===== src/include/mbi_params.svh =====
// Purpose: Timing counts and field positions for the bus host controller.
// Assumes: SYS_CLK at 40 MHz.
// Notes:   Least times round up to whole clock cycles.
`ifndef MBI_PARAMS_SVH
`define MBI_PARAMS_SVH

`define MBI_CLK_NS       25
`define MBI_T_ALE_NS     50
`define MBI_T_AHOLD_NS   25
`define MBI_T_ACC_NS     100
`define MBI_T_WHOLD_NS   25
`define MBI_CYC_MIN(t)   (((t) + `MBI_CLK_NS - 1) / `MBI_CLK_NS)
`define MBI_ALE_CYC      `MBI_CYC_MIN(`MBI_T_ALE_NS)
`define MBI_AHOLD_CYC    `MBI_CYC_MIN(`MBI_T_AHOLD_NS)
`define MBI_ACC_CYC      `MBI_CYC_MIN(`MBI_T_ACC_NS)
`define MBI_WHOLD_CYC    `MBI_CYC_MIN(`MBI_T_WHOLD_NS)
`define MBI_ADDR_W       20
`define MBI_DATA_W       16
`define MBI_BURST_LSB    4
`define MBI_HI_LSB       16
`define MBI_MAX_BEATS    8

`endif


===== src/include/mbi_pkg.sv =====
// Purpose: Types shared by the bus host controller and its lane steering.
// Assumes: Nothing beyond the parameter header.
// Notes:   The bus scheme is fixed at build time.
package mbi_pkg;

	typedef enum logic [2:0] {
		MBI_MUX_BHE   = 3'h0,
		MBI_MUX_WRLH  = 3'h1,
		MBI_NMX_SIZE  = 3'h2,
		MBI_NMX_UDLD  = 3'h3,
		MBI_NMX_OEWR  = 3'h4,
		MBI_MUX_BURST = 3'h5
	} mbi_mode_type;

	typedef enum logic [5:0] {
		ST_IDLE  = 6'h01,
		ST_ADDR  = 6'h02,
		ST_LATCH = 6'h04,
		ST_STRB  = 6'h08,
		ST_HOLD  = 6'h10,
		ST_DONE  = 6'h20
	} mbi_state_type;

	// True for schemes that share address and data on one port.
	function automatic logic mbi_is_mux(input mbi_mode_type m);
		return (m == MBI_MUX_BHE) || (m == MBI_MUX_WRLH) ||
			(m == MBI_MUX_BURST);
	endfunction : mbi_is_mux

endpackage : mbi_pkg


===== src/include/mbi_lane_if.sv =====
// Purpose: Carries access attributes to the lane steering and pin levels back.
// Assumes: Steering is purely combinational.
// Notes:   Control levels are active low except read/write select and size.
`timescale 1ns/1ps
interface mbi_lane_if;
	mbi_pkg::mbi_mode_type mode;
	logic                  wr;
	logic                  fetch;
	logic                  strb;
	logic [1:0]            be;
	logic [2:0]            cntl;
	logic                  pd3;
	logic                  a0;
	logic                  swap;

	modport ctl (output mode, wr, fetch, strb, be, input cntl, pd3, a0, swap);
	modport steer (input mode, wr, fetch, strb, be, output cntl, pd3, a0, swap);
endinterface : mbi_lane_if


===== src/verilog/mbi_lane_steer.sv =====
// Purpose: Maps an access onto control pin levels and byte lanes.
// Assumes: be bit 0 is the even byte, bit 1 the odd byte, never both zero.
// Notes:   Big-endian schemes put the even byte on the upper lane.
`timescale 1ns/1ps
module mbi_lane_steer (
	mbi_lane_if.steer lif // Access attributes in, pin levels out.
);
	logic rd_s;
	logic wrl_s;
	logic wrh_s;

	// Qualified strobes shared by several schemes.
	always_comb begin
		rd_s  = lif.strb & ~lif.wr & ~lif.fetch;
		wrl_s = lif.strb & lif.wr & lif.be[0];
		wrh_s = lif.strb & lif.wr & lif.be[1];
	end

	// Even byte sits where address bit 0 is low.
	assign lif.a0 = ~lif.be[0];

	// Pin levels per scheme; idle strobes rest high, while enable, size and direction pins follow the attributes.
	always_comb begin
		lif.cntl = 3'h7;
		lif.pd3  = 1'b1;
		lif.swap = 1'b0;
		unique case (lif.mode)
			mbi_pkg::MBI_MUX_BHE: begin
				lif.cntl = {~lif.be[1], ~rd_s, ~(lif.strb & lif.wr)};
			end
			mbi_pkg::MBI_MUX_WRLH: begin
				lif.cntl = {1'b1, ~rd_s, ~wrl_s};
				lif.pd3  = ~wrh_s;
			end
			mbi_pkg::MBI_NMX_SIZE: begin
				lif.cntl = {~(&lif.be), ~lif.strb, ~lif.wr};
				lif.swap = 1'b1;
			end
			mbi_pkg::MBI_NMX_UDLD: begin
				// Upper strobe follows the odd byte enable, be[1].
				lif.cntl = {~(lif.strb & lif.be[1]),
					~(lif.strb & lif.be[0]), ~lif.wr};
				lif.swap = 1'b1;
			end
			mbi_pkg::MBI_NMX_OEWR: begin
				lif.cntl = {1'b1, ~rd_s, ~wrl_s};
				lif.pd3  = ~wrh_s;
			end
			mbi_pkg::MBI_MUX_BURST: begin
				// Fetches use their own strobe, reads the read strobe.
				lif.cntl = {~(lif.strb & lif.fetch), ~rd_s, ~wrl_s};
				lif.pd3  = ~wrh_s;
			end
			default: begin
				lif.cntl = 3'h7;
			end
		endcase
	end
endmodule : mbi_lane_steer


===== src/verilog/mbi_host_ctrl.sv =====
// Purpose: Host-side bus controller for a flash peripheral's MCU port.
// Assumes: Device pins are sampled synchronously; one access at a time.
// Notes:   Every pin comes from a flip-flop; state pins change on the same edge as the state, attribute pins one edge after the attributes are caught.
`timescale 1ns/1ps
`include "mbi_params.svh"
module mbi_host_ctrl #(
	parameter mbi_pkg::mbi_mode_type BUS_MODE = mbi_pkg::MBI_MUX_BHE, // Scheme
	parameter bit                    USE_AS   = 1'b1 // Latch strobe, non-mux
) (
	input  wire logic        SYS_CLK,                   // 40 MHz clock.
	input  wire logic        ARST_N,                    // Async reset.
	input  wire logic        REQ,                       // Access request.
	input  wire logic        REQ_WR,                    // 1 write, 0 read.
	input  wire logic        REQ_FETCH,                 // Burst code fetch.
	input  wire logic [19:0] REQ_ADDR,                  // Byte address.
	input  wire logic [1:0]  REQ_BE,                    // Odd, even enable.
	input  wire logic [15:0] REQ_WDATA,                 // Odd, even byte.
	input  wire logic [2:0]  REQ_BEATS,                 // Fetch words - 1.
	output logic             BUSY,                      // Access running.
	output logic             RSP_VALID,                 // Read word pulse.
	output logic [15:0]      RSP_DATA,                  // Read word.
	output logic             DONE,                      // Access end pulse.
	input  wire logic [15:0] SHARED_ADDR_DATA_PORT_IN,  // Pin level.
	output logic [15:0]      SHARED_ADDR_DATA_PORT_OUT, // Pin drive.
	output logic             SHARED_ADDR_DATA_PORT_OE,  // Pin enable.
	input  wire logic [7:0]  PORT_F_IN,                 // Pin level.
	output logic [7:0]       PORT_F_OUT,                // Pin drive.
	output logic             PORT_F_OE,                 // Pin enable.
	input  wire logic [7:0]  PORT_G_IN,                 // Pin level.
	output logic [7:0]       PORT_G_OUT,                // Pin drive.
	output logic             PORT_G_OE,                 // Pin enable.
	output logic             CONTROL_INPUT_0,           // Control pin 0.
	output logic             CONTROL_INPUT_1,           // Control pin 1.
	output logic             CONTROL_INPUT_2,           // Control pin 2.
	output logic             PORT_D_BIT3,               // High write strobe.
	output logic             ADDRESS_STROBE_IN,         // Latch strobe.
	output logic [3:0]       ADDR_HI_OUT                // Address 19-16; zero in burst.
);
	localparam logic [3:0] ALE_CYC = 4'(`MBI_ALE_CYC);
	localparam logic [3:0] AH_CYC  = 4'(`MBI_AHOLD_CYC);
	localparam logic [3:0] ACC_CYC = 4'(`MBI_ACC_CYC);
	localparam logic [3:0] WH_CYC  = 4'(`MBI_WHOLD_CYC);
	localparam bit         MUXED   = mbi_pkg::mbi_is_mux(BUS_MODE);
	localparam bit         BURST   = (BUS_MODE == mbi_pkg::MBI_MUX_BURST);
	localparam bit         LATCH   = MUXED || USE_AS;

	mbi_pkg::mbi_state_type state_q;
	mbi_pkg::mbi_state_type state_d;
	logic        rst_meta_q;
	logic        rst_n_q;
	logic [3:0]  cnt_q;
	logic [3:0]  cnt_d;
	logic [19:0] addr_q;
	logic [1:0]  be_q;
	logic        wr_q;
	logic        fetch_q;
	logic [15:0] wdata_q;
	logic [2:0]  left_q;
	logic [2:0]  a31_q;
	logic        beat_end;
	logic [15:0] wd_lane;
	logic [15:0] rd_bus;
	logic [15:0] rd_lane;
	logic        drive_data;
	mbi_lane_if  lif ();

	// Release the reset through two flops so it leaves clean.
	always_ff @(posedge SYS_CLK or negedge ARST_N) begin
		if (!ARST_N) begin
			rst_meta_q <= 1'b0;
			rst_n_q    <= 1'b0;
		end else begin
			rst_meta_q <= 1'b1;
			rst_n_q    <= rst_meta_q;
		end
	end

	// Scheme is a build-time constant; nothing at run time can change it.
	assign lif.mode  = BUS_MODE;
	assign lif.wr    = wr_q;
	assign lif.fetch = fetch_q;
	assign lif.strb  = (state_d == mbi_pkg::ST_STRB);
	assign lif.be    = be_q;

	mbi_lane_steer u_steer (
		.lif (lif)
	);

	// Byte lanes swap for big-endian schemes, both directions alike.
	assign rd_bus = MUXED ? SHARED_ADDR_DATA_PORT_IN : {PORT_G_IN, PORT_F_IN};
	for (genvar g = 0; g < 2; g++) begin : g_lane
		assign wd_lane[g*8 +: 8] = lif.swap ? wdata_q[(1-g)*8 +: 8]
			: wdata_q[g*8 +: 8];
		assign rd_lane[g*8 +: 8] = lif.swap ? rd_bus[(1-g)*8 +: 8]
			: rd_bus[g*8 +: 8];
	end

	assign beat_end = (state_q == mbi_pkg::ST_STRB) && (cnt_q == 4'h0);

	// Sequencer: latch phase, strobe phase, then a write data hold phase.
	always_comb begin
		state_d = state_q;
		cnt_d   = (cnt_q == 4'h0) ? 4'h0 : cnt_q - 4'h1;
		unique case (state_q)
			mbi_pkg::ST_IDLE: begin
				if (REQ) begin
					state_d = LATCH ? mbi_pkg::ST_ADDR : mbi_pkg::ST_STRB;
					cnt_d   = LATCH ? ALE_CYC - 4'h1 : ACC_CYC;
				end
			end
			mbi_pkg::ST_ADDR: begin
				if (cnt_q == 4'h0) begin
					state_d = mbi_pkg::ST_LATCH;
					cnt_d   = AH_CYC - 4'h1;
				end
			end
			mbi_pkg::ST_LATCH: begin
				if (cnt_q == 4'h0) begin
					state_d = mbi_pkg::ST_STRB;
					cnt_d   = ACC_CYC;
				end
			end
			mbi_pkg::ST_STRB: begin
				if (cnt_q == 4'h0) begin
					// Burst beats restart the access timer.
					state_d = (left_q != 3'h0) ? mbi_pkg::ST_STRB
						: mbi_pkg::ST_HOLD;
					cnt_d   = (left_q != 3'h0) ? ACC_CYC : WH_CYC - 4'h1;
				end
			end
			mbi_pkg::ST_HOLD: begin
				if (cnt_q == 4'h0) begin
					state_d = mbi_pkg::ST_DONE;
				end
			end
			mbi_pkg::ST_DONE: begin
				state_d = mbi_pkg::ST_IDLE;
			end
		endcase
	end

	// State and phase counter.
	always_ff @(posedge SYS_CLK or negedge rst_n_q) begin
		if (!rst_n_q) begin
			state_q <= mbi_pkg::ST_IDLE;
			cnt_q   <= 4'h0;
		end else begin
			state_q <= state_d;
			cnt_q   <= cnt_d;
		end
	end

	// Access attributes are caught once; an empty enable means a word.
	always_ff @(posedge SYS_CLK or negedge rst_n_q) begin
		if (!rst_n_q) begin
			addr_q  <= 20'h00000;
			be_q    <= 2'h3;
			wr_q    <= 1'b0;
			fetch_q <= 1'b0;
			wdata_q <= 16'h0000;
			left_q  <= 3'h0;
			a31_q   <= 3'h0;
		end else if (state_q == mbi_pkg::ST_IDLE && REQ) begin
			addr_q  <= REQ_ADDR;
			be_q    <= (REQ_BE == 2'h0) ? 2'h3 : REQ_BE;
			wr_q    <= REQ_WR;
			fetch_q <= BURST && REQ_FETCH && !REQ_WR;
			wdata_q <= REQ_WDATA;
			left_q  <= (BURST && REQ_FETCH && !REQ_WR) ? REQ_BEATS : 3'h0;
			a31_q   <= REQ_ADDR[3:1];
		end else if (beat_end && left_q != 3'h0) begin
			left_q  <= left_q - 3'h1;
			a31_q   <= a31_q + 3'h1;
		end
	end

	assign drive_data = wr_q && (state_d == mbi_pkg::ST_STRB ||
		state_d == mbi_pkg::ST_HOLD);

	// Shared port: on mux buses address while latching, then write data or float.
	always_ff @(posedge SYS_CLK or negedge rst_n_q) begin
		if (!rst_n_q) begin
			SHARED_ADDR_DATA_PORT_OUT <= 16'h0000;
			SHARED_ADDR_DATA_PORT_OE  <= 1'b0;
		end else if (!MUXED) begin
			// Address only; data moves on F and G.
			SHARED_ADDR_DATA_PORT_OUT <= {addr_q[15:1], lif.a0};
			SHARED_ADDR_DATA_PORT_OE  <= (state_d != mbi_pkg::ST_IDLE);
		end else if (state_d == mbi_pkg::ST_ADDR ||
			state_d == mbi_pkg::ST_LATCH) begin
			// Held past the strobe's fall so the latch sees it stable.
			SHARED_ADDR_DATA_PORT_OUT <= BURST ? addr_q[19:4]
				: {addr_q[15:1], lif.a0};
			SHARED_ADDR_DATA_PORT_OE  <= 1'b1;
		end else begin
			SHARED_ADDR_DATA_PORT_OUT <= wd_lane;
			SHARED_ADDR_DATA_PORT_OE  <= drive_data;
		end
	end

	// Ports F and G: data lanes on non-mux buses, burst bits 3-1 on F.
	always_ff @(posedge SYS_CLK or negedge rst_n_q) begin
		if (!rst_n_q) begin
			PORT_F_OUT <= 8'h00;
			PORT_F_OE  <= 1'b0;
			PORT_G_OUT <= 8'h00;
			PORT_G_OE  <= 1'b0;
		end else if (BURST) begin
			PORT_F_OUT <= {5'h00, a31_q};
			PORT_F_OE  <= (state_d != mbi_pkg::ST_IDLE);
			PORT_G_OUT <= 8'h00;
			PORT_G_OE  <= 1'b0;
		end else begin
			PORT_F_OUT <= wd_lane[7:0];
			PORT_F_OE  <= !MUXED && drive_data;
			PORT_G_OUT <= wd_lane[15:8];
			PORT_G_OE  <= !MUXED && drive_data;
		end
	end

	// Control strobes rise before data is released, giving hold time.
	always_ff @(posedge SYS_CLK or negedge rst_n_q) begin
		if (!rst_n_q) begin
			CONTROL_INPUT_0   <= 1'b1;
			CONTROL_INPUT_1   <= 1'b1;
			CONTROL_INPUT_2   <= 1'b1;
			PORT_D_BIT3       <= 1'b1;
			ADDRESS_STROBE_IN <= 1'b0;
			ADDR_HI_OUT       <= 4'h0;
		end else begin
			CONTROL_INPUT_0   <= lif.cntl[0];
			CONTROL_INPUT_1   <= lif.cntl[1];
			CONTROL_INPUT_2   <= lif.cntl[2];
			PORT_D_BIT3       <= lif.pd3;
			ADDRESS_STROBE_IN <= LATCH && (state_d == mbi_pkg::ST_ADDR);
			ADDR_HI_OUT       <= BURST ? 4'h0 : addr_q[19:16];
		end
	end

	// Responses: read words at each beat end, one done pulse per access.
	always_ff @(posedge SYS_CLK or negedge rst_n_q) begin
		if (!rst_n_q) begin
			RSP_VALID <= 1'b0;
			RSP_DATA  <= 16'h0000;
			DONE      <= 1'b0;
			BUSY      <= 1'b0;
		end else begin
			RSP_VALID <= beat_end && !wr_q;
			if (beat_end && !wr_q) begin
				RSP_DATA <= rd_lane;
			end
			DONE <= (state_q == mbi_pkg::ST_DONE);
			BUSY <= (state_d != mbi_pkg::ST_IDLE);
		end
	end
endmodule : mbi_host_ctrl


===== config.mk =====
export PLATFORM = sky130hd
export DESIGN_NAME = mbi_host_ctrl
export DESIGN_NICKNAME = d
export VERILOG_FILES = /design/src/include/mbi_pkg.sv /design/src/include/mbi_lane_if.sv /design/src/verilog/mbi_lane_steer.sv /design/src/verilog/mbi_host_ctrl.sv
export VERILOG_INCLUDE_DIRS = /design/src /design/src/include
export SDC_FILE = /design/constraint.sdc
export NUM_CORES = 1
export LEC_CHECK = 0
export ABC_CLOCK_PERIOD_IN_PS = 9470
export BUFFER_PORTS_ARGS = -buffer_cell sky130_fd_sc_hd__buf_2
export CORE_MARGIN = 2
export CORE_UTILIZATION = 47
export CTS_CLUSTER_DIAMETER = 100
export CTS_CLUSTER_SIZE = 28
export DETAILED_ROUTE_END_ITERATION = 10
export HOLD_SLACK_MARGIN = 0.02
export PLACE_DENSITY = 0.81
export SYNTH_ARGS = -nofsm -noshare
export SYNTH_HDL_FRONTEND = slang
export SYNTH_SLANG_ARGS = --single-unit

===== constraint.sdc =====
create_clock -name SYS_CLK -period 9.47 [get_ports SYS_CLK]
set_clock_uncertainty 0.2 [all_clocks]
set_input_delay 1.4205 -clock SYS_CLK [delete_from_list [all_inputs] [get_ports SYS_CLK]]
set_output_delay 1.4205 -clock SYS_CLK [all_outputs]
set_load 0.1 [all_outputs]

### Word-level counts from Yosys, hierarchy flattened

Cells that the tools add are included.

* bits in registers: 114
* latch bits: 0
* RAM bits: 0
* bits in read-only memories: 0
* input bits: 78
* output and inout bits: 63
* word-level logic and storage cells: 73
* memories: 0

* add/subtract/negate cells: 2
* multipliers: 0
* div/mod/pow operators: 0
* order comparisons: 0
* eq/ne operators: 11
* shift operators: 0
* muxes and demuxes: 19
* bitwise gates (word level): 7
* reduce and logical (&&, ||, !) cells: 12

Operators by type and width (count)
* 6-bit case mux with 6 select lines: 1
* 6-bit two-way mux: 5
* 4-bit two-way mux: 5
* 16-bit two-way mux: 1
* 4-bit case mux with 4 select lines: 1
* 6-bit by 2-bit equality test with 1-bit output, second input constant: 2
* 6-bit by 3-bit equality test with 1-bit output, second input constant: 2
* 6-bit by 4-bit equality test with 1-bit output, second input constant: 2
* 6-bit by 5-bit equality test with 1-bit output, second input constant: 2
* 3-bit two-way mux: 3
* 6-bit by 1-bit equality test with 1-bit output, second input constant: 1
* 6-bit equality test, second input constant: 1
* 6-bit by 1-bit != test with 1-bit output, second input constant: 1
* 1-bit logical AND: 5
* 5-bit two-way mux: 1
* 1-bit inverter: 5
* 4-bit logical NOT: 1
* 4-bit by 1-bit subtractor with 4-bit output, second input constant: 1
* 3-bit nonzero test: 1
* 3-bit by 1-bit subtractor with 3-bit output, second input constant: 1
* 1-bit bitwise AND: 2
* 2-bit logical NOT: 1
* 1-bit logical OR: 2
* 2-bit two-way mux: 1
* 3 further kinds: 3

### Longest topological paths before layout

* depth in word-level cells: 8
* mapped depth: 9
* depth with buffers taken out: 8

### Modules after synthesis

A second synthesis with hierarchy kept.

* cell total of the unflattened synthesis: 437
* area total of the unflattened synthesis: 4825.9 sq um

Modules (own cells, without submodules)
* mbi_host_ctrl: instances 1, cells an instance 419, area an instance 4715.8 sq um, sequential area each 2861.5 sq um
* mbi_lane_steer: instances 1, cells an instance 18, area an instance 110.1 sq um, sequential area each 0.0 sq um

### Worst setup path before layout

OpenSTA, ideal clock, no wires.

* path type: input to register
* start point: input REQ
* end point: register BUSY
* library setup time: 0.139 ns
* arrival time: 2.404 ns
* data required time: 9.131 ns
* slack: 6.728 ns
* cell stages on the path: 5
* path buffers: 0
* path through: inv_1 > and3_1 > o22a_1 > nand3b_4 > or4b_1

* cells in the longest elaborated chain, start to end: 3

RTL lines
* start, declared: RTL line mbi_host_ctrl.sv:12 `input wire logic REQ,`
* 6-bit two-way mux: RTL line mbi_host_ctrl.sv:106 `if (REQ) begin`
* 6-bit case mux with 6 select lines: RTL line mbi_host_ctrl.sv:104 `unique case (state_q)`
* net state_d[3]: RTL line mbi_host_ctrl.sv:48 `mbi_pkg::mbi_state_type state_d;`
* 6-bit by 1-bit != test with 1-bit output: RTL line mbi_host_ctrl.sv:253 `BUSY <= (state_d != mbi_pkg::ST_IDLE);`
* end signal, assigned: RTL line mbi_host_ctrl.sv:253
* end, declared: RTL line mbi_host_ctrl.sv:19 `output logic BUSY,`

The timed path passes the listed nets, and every way through them passes these cells.
A chain may end at the register's enable or synchronous reset.

### Worst setup path after layout

* start point: register CONTROL_INPUT_2
* end point: output CONTROL_INPUT_2

RTL lines
* start, declared: RTL line mbi_host_ctrl.sv:34 `output logic CONTROL_INPUT_2,`
* start signal, assigned: RTL line mbi_host_ctrl.sv:233 `CONTROL_INPUT_2 <= lif.cntl[2];`

No word-level cell between the ends.

==> flow_metrics.env <==
export IMPL_critical_path_slowest_cell="dfstp_2"
export IMPL_synth_area_leaders="dfrtp_1 (62%), nand2_1 (9.7%), mux2_2 (8.6%)"
export IMPL_numPortBuffers=116
export IMPL_finalWirelength_mm=8.62
export IMPL_p_leak_nw=3.13
export IMPL_cts_hold_fix_buffers=0
export IMPL_crit_path_start_kind="flip-flop"
export IMPL_end_kind="output port"
export IMPL_ys_warnings_count=0
export IMPL_crit_type="reg -> out"
export IMPL_antenna_left=0
export IMPL_setup_viol=0
export IMPL_htreeDepth=4
export IMPL_yosysSeqAreaShare=0.656
export IMPL_antenna_cells=0
export IMPL_clkSinkCount=113
export IMPL_synth_edf_count=0
export IMPL_post_synth_top_count_cell="nand2_1"
export IMPL_min_period_ns=3.05
export IMPL_synth_seq_cells=113
export IMPL_netlist_area_leader_share=0.619
export IMPL_synthCells=360
export IMPL_crit_chain="buf_2"
export IMPL_dpl_hpwl_mm=5.70
export IMPL_syn2layout_area_growth_pct=29.5
export IMPL_power_density_nw_per_um2=269
export IMPL_num_io_pins=141
export IMPL_first_global_vias=2989
export IMPL_outcome="completed"
export IMPL_hp_class="reg -> async"
export IMPL_start_util=0.477
export IMPL_placementRows=35
export IMPL_timing_fmax_ghz=0.328
export IMPL_yosys_cell_types_count=48
export IMPL_antenna_found_initial=0
export IMPL_insertion_delay_ns=0.50
export IMPL_drive_above_1_share=0.411
export IMPL_postCtsSetupRepairBufs=0
export IMPL_irDropWorstVdd_uv=138
export IMPL_critPathMaxStageDelay_ns=0.52
export IMPL_synthArstFlopShare=1.00
export IMPL_cp_data_required_time_ns=7.85
export IMPL_vias=2999
export IMPL_multi_input_area_um2=1360
export IMPL_clock_root_buffer="clkbuf_8"
export IMPL_fin_crit_sh=0.322
export IMPL_layout_nets=566
export IMPL_grt_start_max_net_pins=62
export IMPL_viasPerCell=4.94
export IMPL_finalWorstSetupSlack_ns=6.42
export IMPL_relSlewSlack=0.408
export IMPL_cp_max_fo=1
export IMPL_synth_common_cells="nand2_1 (112), dfrtp_1 (107), mux2_2 (33)"
export IMPL_yosysTopAreaCell="dfrtp_1"
export IMPL_power_mw=1.50
export IMPL_die_x_um=99.9
export IMPL_track_usage=0.186
export IMPL_path_clk_slew_ns=0.05
export IMPL_seqCellArea_um2=2840
export IMPL_drt_first_iter_violations=87
export IMPL_rsz0062_at_grt="no"
export IMPL_post_place_ws_ns=6.43
export IMPL_gp_congestion=0.824
export IMPL_coreArea_um2=9060
export IMPL_ys_flop_type="dfrtp_1"
export IMPL_critPathBufInv=1
export IMPL_first_pass_iters=4
export IMPL_syn_avg_cell_area_um2=12.0
export IMPL_cts_repair_resized=0
export IMPL_setup_tns_ns=0
export IMPL_maxCapViolCount=0
export IMPL_hold_violations=0
export IMPL_crit_family="flip-flops"
export IMPL_cts_made_buffers=17
export IMPL_die_area_um2=9980
export IMPL_cts_tree="done"
export IMPL_fillers=717
export IMPL_critical_path_depth=1
export IMPL_rr_worst_depth=8
export IMPL_chipHeight_um=99.9
export IMPL_syn_cell_area_um2=4320
export IMPL_grt_overflow_total=0
export IMPL_wl_per_cell_um=14.2
export IMPL_tightest_slew_ns=0.887
export IMPL_drc_errors=0
export IMPL_cts_buffer_depth=2
export IMPL_cp_data_arrival_time_ns=1.43
export IMPL_slew_violations=0
export IMPL_grt_pass1_wl_mm=14.5
## final timing paths
| path | start | slack (ns) | to |
|---|---|---|---|
| worst max-delay path | CONTROL_INPUT_2 | 6.42 | CONTROL_INPUT_2 |
| worst min-delay path | rst_n_q | 0.15 | SHARED_ADDR_DATA_PORT_OUT[10] |
| worst max register to register | cnt_q[0] | 6.83 | BUSY |
| worst min register to register | rst_n_q | 0.15 | SHARED_ADDR_DATA_PORT_OUT[10] |
| max in group asynchronous | rst_n_q | 7.74 | state_q[3] |
| min in group SYS_CLK | rst_meta_q | 0.15 | rst_n_q |
## state kept, by name (all words and copies together), names as in the netlist, 2 cells and up
register	flops
addr_q	19
RSP_DATA	16
SHARED_ADDR_DATA_PORT_OUT	16
wdata_q	16
PORT_F_OUT	8
PORT_G_OUT	8
state_q	6
ADDR_HI_OUT	4
cnt_q	4
left_q	3
be_q	2
## cell type report
| cell class | count | share of cell area |
|---|---|---|
| sequential | 113 | 0.507 |
| multi-input combinational | 220 | 0.243 |
| timing repair buffer | 120 | 0.109 |
| clock buffer | 18 | 0.0764 |
| clock inverter | 13 | 0.0313 |
| tap | 111 | 0.0248 |
| inverter | 12 | 0.00805 |
## through the flow
step	utilization	std cells	area (µm²)	hold WS, ns
detailed placement	0.551	576	4990	0.141
floorplan	-	362	4330	0.131
global placement	0.551	576	4990	0.140
global route	0.618	607	5600	0.155
CTS	0.618	607	5600	0.155
finish	0.618	607	5600	0.151
## layout by cell type, fill, tap and decap left out, drive strengths merged, types with 2 or more instances in the layout
| cell | count |
|---|---|
| clkinv | 4 |
| buf | 120 |
| o22ai | 2 |
| mux2 | 33 |
| nor3b | 2 |
| nand2 | 112 |
| o21ai | 5 |
| dfrtp | 107 |
| nand4 | 2 |
| xnor2 | 2 |
| ha | 4 |
| o22a | 2 |
| clkbuf | 18 |
| bufinv | 3 |
| a21oi | 5 |
| xor2 | 2 |
| nor3 | 5 |
| o211ai | 3 |
| clkinvlp | 2 |
| nor2 | 12 |
| conb | 4 |
| or3 | 2 |
| nand3 | 3 |
| dfstp | 6 |
| inv | 16 |
## power breakdown
group	leakage, nW	switching, mW	internal, mW
clock network	0.289	0.224	0.411
logic	1.33	0.215	0.111
registers	1.51	0.0282	0.515
## cell families after synthesis
| family | after synthesis | synth area share |
|---|---|---|
| xor+xnor | 4 | 0.00810 |
| buf+inv | 29 | 0.0315 |
| simple gates | 148 | 0.156 |
| mux | 34 | 0.0883 |
| flops | 113 | 0.656 |
| compound gates | 26 | 0.0469 |
| other cells | 2 | 0.00174 |
| fa+ha+maj | 4 | 0.0116 |
## metal layers
layer / up-vias / wire length, µm / track usage
met4: 0 / 92 / 0.0643
met2: 106 / 4260 / 0.306
li1: 1429 / - / -
met3: 10 / 619 / 0.0682
met5: - / 0 / 0
met1: 1454 / 3650 / 0.228
(Power assumes the default switching activity.)
